--- src/lxd_pkg.sv ---
// Constants and types for the logic and modulo-division execution datapath
package lxd_pkg;

    // ------------------------------------------------------------
    // Widths
    // ------------------------------------------------------------
    localparam int unsigned DATA_W  = 24;
    localparam int unsigned ACC_NUM = 4;
    localparam int unsigned SEL_W   = 2;
    localparam int unsigned CNT_W   = 3;
    localparam int unsigned LEN_W   = 3;

    // ------------------------------------------------------------
    // Accumulator selects
    // ------------------------------------------------------------
    localparam logic [1:0] ACC_X = 2'h0;
    localparam logic [1:0] ACC_Y = 2'h1;
    localparam logic [1:0] ACC_Z = 2'h2;
    localparam logic [1:0] ACC_R = 2'h3;

    // ------------------------------------------------------------
    // Operation codes from the decoder
    // ------------------------------------------------------------
    typedef enum logic [1:0] {
        LXD_OP_XOR    = 2'b00,
        LXD_OP_XNOR   = 2'b01,
        LXD_OP_DIVMOD = 2'b10
    } lxd_op_t;

    // ------------------------------------------------------------
    // Sequencer states
    // ------------------------------------------------------------
    typedef enum logic [1:0] {
        LXD_ST_IDLE  = 2'b00,
        LXD_ST_LOGIC = 2'b01,
        LXD_ST_DIVW  = 2'b10
    } lxd_state_t;

    // ------------------------------------------------------------
    // Encoding lengths in bytes and cycle counts
    // ------------------------------------------------------------
    localparam logic [2:0] LEN_ACC    = 3'h2;
    localparam logic [2:0] LEN_IMM    = 3'h5;
    localparam logic [2:0] LEN_DIVMOD = 3'h2;
    localparam logic [2:0] CYC_ACC    = 3'h3;
    localparam logic [2:0] CYC_IMM    = 3'h6;
    localparam logic [2:0] CNT_LAST   = 3'h1;

    // ------------------------------------------------------------
    // Reset values
    // ------------------------------------------------------------
    localparam logic [23:0] ACC_RST  = 24'h000000;
    localparam logic        FLAG_RST = 1'b0;

endpackage
--- src/lxd_exec.sv ---
// Execution datapath for exclusive-OR, exclusive-NOR and modulo-division write-back
// Contract
// RQ1: Modulo division writes the upper 24-bit result, the quotient, into the first operand accumulator.
// RQ2: Modulo division writes the remainder into the second operand accumulator, replacing it.
// RQ3: Exclusive-OR of two accumulators goes to the first operand, equal bits giving 0 and differing bits 1.
// RQ4: Exclusive-OR also takes an immediate second operand and stores the result in the first accumulator.
// RQ5: Exclusive-NOR gives equal bits 1 and differing bits 0, stored in the first operand.
// RQ6: The first operand is one of x, y, z, r; the second is an accumulator or a 24-bit immediate.
// RQ7: Exclusive-OR and exclusive-NOR change only sign and nonzero flags, never carry or overflow.
// RQ8: Both logic operations are 2 bytes long with an accumulator operand and 5 bytes with an immediate.
// RQ9: Both logic operations take 3 cycles with an accumulator operand and 6 cycles with an immediate.
// RQ10: Sign flag is set for a negative 24-bit result and nonzero flag for a result other than zero.
// RQ11: In exclusive-OR and exclusive-NOR a second operand accumulator keeps its value; only the first operand and the two flags change.
`timescale 1ns/10ps
`default_nettype none

module lxd_exec #(
    parameter int unsigned DATA_W = lxd_pkg::DATA_W    // Accumulator width
) (
    input  wire logic              clk,           // Core clock, 40 MHz
    input  wire logic              sys_rst,       // Asynchronous reset, active high
    input  wire logic              op_valid,      // Decoder offers an operation
    output logic                   op_ready,      // Datapath idle, operation taken
    input  wire logic [1:0]        op_code,       // Operation code
    input  wire logic [1:0]        op_dst_sel,    // First operand accumulator
    input  wire logic [1:0]        op_src_sel,    // Second operand accumulator
    input  wire logic              op_src_imm,    // Second operand is immediate
    input  wire logic [DATA_W-1:0] op_imm,        // Immediate value
    output logic [2:0]             instr_len_q,   // Encoding length of last taken legal op
    output logic                   op_done,       // Last cycle of the operation
    output logic                   div_start,     // Start pulse to divider
    output logic [DATA_W-1:0]      div_dividend,  // Latched first operand
    output logic [DATA_W-1:0]      div_divisor,   // Latched second operand
    input  wire logic              div_done,      // Divider result valid
    input  wire logic [DATA_W-1:0] div_quot,      // Divider quotient
    input  wire logic [DATA_W-1:0] div_rem,       // Divider remainder
    input  wire logic              acc_wr_en,     // Write from other units, idle only
    input  wire logic [1:0]        acc_wr_sel,    // Accumulator to write
    input  wire logic [DATA_W-1:0] acc_wr_data,   // Data to write
    input  wire logic              flag_wr_en,    // Carry/overflow load, idle only
    input  wire logic              flag_carry_in, // New carry
    input  wire logic              flag_ovf_in,   // New overflow
    output logic [DATA_W-1:0]      acc_x_q,       // Accumulator x
    output logic [DATA_W-1:0]      acc_y_q,       // Accumulator y
    output logic [DATA_W-1:0]      acc_z_q,       // Accumulator z
    output logic [DATA_W-1:0]      acc_r_q,       // Accumulator r
    output logic                   flag_sign_q,   // Sign flag
    output logic                   flag_nz_q,     // Nonzero flag
    output logic                   flag_carry_q,  // Carry flag
    output logic                   flag_ovf_q     // Overflow flag
);

    // ------------------------------------------------------------
    // Elaboration check
    // ------------------------------------------------------------
    if (DATA_W != lxd_pkg::DATA_W) begin : g_bad_width
        $error("lxd_exec supports only the documented accumulator width");
    end

    // ------------------------------------------------------------
    // State and operand latches
    // ------------------------------------------------------------
    lxd_pkg::lxd_state_t state_q;
    lxd_pkg::lxd_state_t state_d;
    logic [DATA_W-1:0]   acc_q [lxd_pkg::ACC_NUM];
    logic [DATA_W-1:0]   opa_q;
    logic [DATA_W-1:0]   opb_q;
    logic [1:0]          dst_q;
    logic [1:0]          src_q;
    logic                xnor_q;
    logic [2:0]          cnt_q;
    logic                start_q;
    logic                take;
    logic                legal;
    logic                logic_wr;
    logic                div_wr;
    logic [DATA_W-1:0]   logic_res;
    logic [DATA_W-1:0]   flag_src;

    // Operation acceptance; code 2'b11 is taken but does nothing
    assign op_ready = (state_q == lxd_pkg::LXD_ST_IDLE);
    assign take     = op_valid && op_ready;
    assign legal    = (op_code != 2'b11);

    // Write-back moments
    assign logic_wr = (state_q == lxd_pkg::LXD_ST_LOGIC) && (cnt_q == lxd_pkg::CNT_LAST);
    assign div_wr   = (state_q == lxd_pkg::LXD_ST_DIVW) && div_done;
    assign op_done  = logic_wr || div_wr;

    // Bitwise result from latched operands
    assign logic_res = xnor_q ? ~(opa_q ^ opb_q) : (opa_q ^ opb_q); // [RQ3] [RQ5]

    // Divider hand-off
    assign div_start    = start_q;
    assign div_dividend = opa_q;
    assign div_divisor  = opb_q;

    // Accumulator views
    assign acc_x_q = acc_q[lxd_pkg::ACC_X];
    assign acc_y_q = acc_q[lxd_pkg::ACC_Y];
    assign acc_z_q = acc_q[lxd_pkg::ACC_Z];
    assign acc_r_q = acc_q[lxd_pkg::ACC_R];

    // ------------------------------------------------------------
    // Sequencer
    // ------------------------------------------------------------

    // Next state
    always_comb begin
        state_d = state_q;
        unique case (state_q)
            lxd_pkg::LXD_ST_IDLE: begin
                if (take && legal) begin
                    if (op_code == lxd_pkg::LXD_OP_DIVMOD) begin
                        state_d = lxd_pkg::LXD_ST_DIVW;
                    end else begin
                        state_d = lxd_pkg::LXD_ST_LOGIC;
                    end
                end
            end
            lxd_pkg::LXD_ST_LOGIC: begin
                if (logic_wr) begin
                    state_d = lxd_pkg::LXD_ST_IDLE;
                end
            end
            lxd_pkg::LXD_ST_DIVW: begin
                if (div_wr) begin
                    state_d = lxd_pkg::LXD_ST_IDLE;
                end
            end
            default: begin
                state_d = lxd_pkg::LXD_ST_IDLE;
            end
        endcase
    end

    // State register
    always_ff @(posedge clk or posedge sys_rst) begin
        if (sys_rst) begin
            state_q <= lxd_pkg::LXD_ST_IDLE;
        end else begin
            state_q <= state_d;
        end
    end

    // Cycle counter: taken cycle plus remaining cycles
    always_ff @(posedge clk or posedge sys_rst) begin
        if (sys_rst) begin
            cnt_q <= '0;
        end else if (take && legal) begin
            cnt_q <= (op_src_imm ? lxd_pkg::CYC_IMM : lxd_pkg::CYC_ACC) - 3'h1; // [RQ9]
        end else if (state_q == lxd_pkg::LXD_ST_LOGIC) begin
            cnt_q <= cnt_q - 3'h1; // [RQ9]
        end
    end

    // Divider start pulse, one cycle after take
    always_ff @(posedge clk or posedge sys_rst) begin
        if (sys_rst) begin
            start_q <= 1'b0;
        end else begin
            start_q <= take && (op_code == lxd_pkg::LXD_OP_DIVMOD);
        end
    end

    // Encoding length of the taken legal operation
    always_ff @(posedge clk or posedge sys_rst) begin
        if (sys_rst) begin
            instr_len_q <= '0;
        end else if (take && legal) begin
            if (op_code == lxd_pkg::LXD_OP_DIVMOD) begin
                instr_len_q <= lxd_pkg::LEN_DIVMOD;
            end else begin
                instr_len_q <= op_src_imm ? lxd_pkg::LEN_IMM : lxd_pkg::LEN_ACC; // [RQ8]
            end
        end
    end

    // ------------------------------------------------------------
    // Operand latches
    // ------------------------------------------------------------

    // Capture operands when a legal operation is taken
    always_ff @(posedge clk or posedge sys_rst) begin
        if (sys_rst) begin
            opa_q  <= lxd_pkg::ACC_RST;
            opb_q  <= lxd_pkg::ACC_RST;
            dst_q  <= lxd_pkg::ACC_X;
            src_q  <= lxd_pkg::ACC_X;
            xnor_q <= 1'b0;
        end else if (take && legal) begin
            opa_q  <= acc_q[op_dst_sel]; // [RQ6]
            dst_q  <= op_dst_sel;
            src_q  <= op_src_sel;
            xnor_q <= (op_code == lxd_pkg::LXD_OP_XNOR);
            if (op_src_imm && (op_code != lxd_pkg::LXD_OP_DIVMOD)) begin
                opb_q <= op_imm; // [RQ4] [RQ6]
            end else begin
                opb_q <= acc_q[op_src_sel]; // [RQ6]
            end
        end
    end

    // ------------------------------------------------------------
    // Accumulator file
    // ------------------------------------------------------------

    // Write-back; quotient wins if both operands name one accumulator
    always_ff @(posedge clk or posedge sys_rst) begin
        if (sys_rst) begin
            for (int i = 0; i < lxd_pkg::ACC_NUM; i++) begin
                acc_q[i] <= lxd_pkg::ACC_RST;
            end
        end else if (logic_wr) begin
            acc_q[dst_q] <= logic_res; // [RQ3] [RQ4] [RQ5] [RQ11]
        end else if (div_wr) begin
            acc_q[src_q] <= div_rem; // [RQ2]
            acc_q[dst_q] <= div_quot; // [RQ1]
        end else if (op_ready && acc_wr_en) begin
            acc_q[acc_wr_sel] <= acc_wr_data;
        end
    end

    // ------------------------------------------------------------
    // Flags
    // ------------------------------------------------------------

    // Flag source: logic result or quotient
    assign flag_src = logic_wr ? logic_res : div_quot;

    // Sign and nonzero from the first operand's new value
    always_ff @(posedge clk or posedge sys_rst) begin
        if (sys_rst) begin
            flag_sign_q <= lxd_pkg::FLAG_RST;
            flag_nz_q   <= lxd_pkg::FLAG_RST;
        end else if (logic_wr || div_wr) begin
            flag_sign_q <= flag_src[DATA_W-1]; // [RQ7] [RQ10]
            flag_nz_q   <= (flag_src != '0); // [RQ7] [RQ10]
        end
    end

    // Carry and overflow only from other units while idle
    always_ff @(posedge clk or posedge sys_rst) begin
        if (sys_rst) begin
            flag_carry_q <= lxd_pkg::FLAG_RST;
            flag_ovf_q   <= lxd_pkg::FLAG_RST;
        end else if (op_ready && flag_wr_en) begin
            flag_carry_q <= flag_carry_in; // [RQ7]
            flag_ovf_q   <= flag_ovf_in; // [RQ7]
        end
    end

endmodule

`default_nettype wire

--- config.mk ---
export PLATFORM = sky130hd
export DESIGN_NAME = lxd_exec
export DESIGN_NICKNAME = d
export VERILOG_FILES = /design/src/lxd_pkg.sv /design/src/lxd_exec.sv
export SDC_FILE = /design/constraint.sdc
export NUM_CORES = 1
export LEC_CHECK = 0
export ABC_AREA = 1
export BUFFER_PORTS_ARGS = -buffer_cell sky130_fd_sc_hd__buf_2
export CELL_PAD_IN_SITES_DETAIL_PLACEMENT = 0
export CELL_PAD_IN_SITES_GLOBAL_PLACEMENT = 2
export CORE_UTILIZATION = 29
export DETAILED_ROUTE_END_ITERATION = 12
export GPL_TIMING_DRIVEN = 0
export HOLD_SLACK_MARGIN = 0.03
export PLACE_DENSITY = 0.78
export SLEW_MARGIN = 15
export SYNTH_ARGS = -nofsm -noshare
export SYNTH_HDL_FRONTEND = slang
export SYNTH_SLANG_ARGS = --single-unit
--- constraint.sdc ---
create_clock -name clk -period 7 [get_ports clk]
set_clock_uncertainty 0.05 [all_clocks]
set_input_delay 1.05 -clock clk [delete_from_list [all_inputs] [get_ports clk]]
set_output_delay 1.05 -clock clk [all_outputs]
set_load 0.03 [all_outputs]
==> metrics.md <==
| Metric | Value |
|---|---|
| Clk sinks | 161 |
| Synth Flop Type | dfrtp_1 |
| Die area | 40000 um^2 |
| Reg2reg start | cnt_q[1] |
| Global-route wire length before repair | 87700 um |
| Syn Std Cell Area | 11400 um^2 |
| Synth cell types | 38 |
| Status | finished, final reports clean |
| Fraction of registers with async set/reset | 1.00 |
| Post-CTS Setup Inserts | 0 |
| Overall Power | 6720 uW |
| Clock-pin slew on the worst setup and hold paths | 0.06 ns |
| Post-CTS sizing | 0 |
| Top cell type's share of synthesized area | 0.354 |
| Most frequent cells in the layout | o21ai_0, nand2_1, buf_2 |
| N_diodes | 0 |
| Tmin final | 3.14 ns |
| Final net count | 2112 |
| Critical path type | reg -> out |
| Largest net degree at the start of global routing | 82 |
| Lkg Pwr | 0.00670 uW |
| Crit path from | cnt_q[1] |
| Synthesis-stage register bit count | 161 |
| Syn_area_per_cell | 6.64 um^2 |
| Sw Pwr | 3810 uW |
| Port-buffer cells | 265 |
| Max FO, Critical Path | 10 |
| Chip Width | 200 um |
| Final setup fails | 0 |
| Core area | 38600 um^2 |
| Rows | 72 |
| Layout cells sized above 1 | 0.180 |
| Gr usage total | 0.308 |
| Slew headroom | 0.461 |
| Share of the cycle needed by the critical path after routing | 0.449 |
| Sequential Power Share | 0.287 |
| Initial Utilization | 0.294 |
| Synth-to-layout area growth | 23.1% |
| Worst EP arrival | 2.04 ns |
| Initial antenna violation count | 0 |
| Dominant cell type by area after synthesis | dfrtp_1 |
| Vias per cell | 5.39 |
| Hold Path Class | reg -> reg |
| Cells after synthesis | 1712 |
| Peak VDD IR | 0.000198 V |
| Initial DRC Count | 1396 |
| Gr ovfl total | 0 |
| Worst skew pair latency | 0.45 ns |
| Clock buffer depth | 2 |
| Worst setup EP type | output pin |
| Setup TNS Final | 0 ns |
| Clock power frac | 0.150 |
| Req. time, crit path | 5.90 ns |
| Reg2reg setup slack | 4.14 ns |
| EDFF count, synth | 0 |
| Commonest non-fill, non-tap cell in the layout | o21ai_0 |
| Vias in the first global route | 12400 |
| CTS HTree Levels | 4 |
| Switching share of power | 0.566 |
| Final hold violations | 0 |
| Num CTS Buffers | 17 |
| Via Count | 13600 |
| Die Height | 200 um |
| Measured slew at the worst slew-check pin | 0.808 ns |
| Wirelength, routed | 62200 um |
| Gpl congestion | 0.985 |
| Post-DP HPWL | 51200 um |
| Pins Over Slew Limit | 0 |
| RSZ-0062 raised after global routing | no |
| Hold Crit Depth | 2 |
| Final antenna-violating net count | 0 |
| Power Density | 480 nW/um^2 |
| CTS tree | done |
| Syn nets | 1827 |
| 1st-pass router iterations | 5 |
| R2R cell count | 10 |
| Clk root buf | clkbuf_16 |
| Warnings from Yosys | 0 |
| Post-synthesis sequential area ratio | 0.354 |
| Residual DRC count | 0 |
| Dominant cells by area after synthesis | dfrtp_1, o21ai_0, nand2_1, o211ai_1, nor2_1 |
| Pint | 2910 uW |
| Critical hold path startpoint | instr_len_q[1] |
| Max Cap Violations | 0 |
| Fmax | 318 MHz |
| Post-CTS Hold Fix Bufs | 0 |
| DR WL/cell | 24.6 um |
| CP Launch Type | register |
| Gate power share | 0.563 |
| # IOs | 267 |
## cells in the mapped netlist, types with 3 or more instances
master,n
o21ai_0,400
nand2_1,312
nor2_1,180
inv_1,164
dfrtp_1,161
a21oi_1,96
o211ai_1,96
clkbuf_1,78
nand3_1,74
o22ai_1,36
buf_2,32
a41oi_1,12
buf_4,8
inv_2,8
o21ai_1,7
nand3_2,5
o31ai_1,5
a22oi_1,4
a31oi_1,3
clkinv_1,3
## registers in the layout, summed over array words and instances, names as in the netlist, 2 cells and up
signal and cells:
acc_y_q 24, div_dividend 24, cnt_q 3, acc_z_q 24, acc_x_q 24, instr_len_q 2, div_divisor 24, state_q 2
src_q 2, acc_r_q 24, dst_q 2
## final timing paths
path                                  endpoint
worst min-delay path            instr_len_q[1]
worst max register to register     acc_y_q[11]
worst min register to register  instr_len_q[1]
worst max-delay path                   op_done
max in group asynchronous          acc_x_q[14]
min in group asynchronous       instr_len_q[1]
## worst max-delay path, stage by stage (launching register included)
cell	delay, ns
dfrtp_1	0.36
inv_1	0.08
ha_1	0.22
nand3_1	0.30
nand2_1	0.22
buf_6	0.19
buf_2	0.22
## per-layer routing
layer	GRT usage	vias up	wire, um
met5	0	-	0
met4	0.0857	0	1440
met3	0.0365	73	4240
met2	0.489	664	28200
met1	0.438	6483	28300
li1	-	6413	-
## through the flow
stage | utilization | instances | hold slack, ns | worst slack, ns | instance area, um^2
5_1_grt | 0.362 | 2528 | 0.463 | 3.74 | 14000
3_5_place_dp | 0.346 | 2496 | 0.421 | 3.57 | 13400
6_report | 0.362 | 2528 | 0.430 | 3.86 | 14000
3_3_place_gp | 0.345 | 2495 | 0.424 | -0.726 | 13300
2_1_floorplan | - | 1712 | 0.446 | 1.55 | 11400
4_1_cts | 0.362 | 2528 | 0.437 | 3.86 | 14000
## power by group through the flow
stage / registers [uW] / clock network (uW) / logic, uW
6_report: 1930 / 1010 / 3780
5_1_grt: 1960 / 1050 / 4090
4_1_cts: 1910 / 1020 / 3750
3_5_place_dp: 1930 / 0 / 3740
3_3_place_gp: 1920 / 0 / 3730
2_1_floorplan: 2450 / 0 / 1650
## area by class of cell
type / instances / area, um^2
clock buffers: 22 / 464
multi-input cells: 1254 / 6140
inverters: 175 / 664
flip-flops and latches: 161 / 4030
plain buffers: 122 / 543
well taps: 518 / 648
fillers: 4287 / 24700
repair buffers: 266 / 1350
clock inverters: 10 / 149
## cells by family after synthesis
logic type,count (synthesis),synth area share
fa+ha+maj,2,0.00220
compound gates,667,0.327
xor+xnor,4,0.00308
flops,161,0.354
simple gates,579,0.206
mux,2,0.00198
buf+inv,297,0.106
Power figures use the tool's default switching activity.
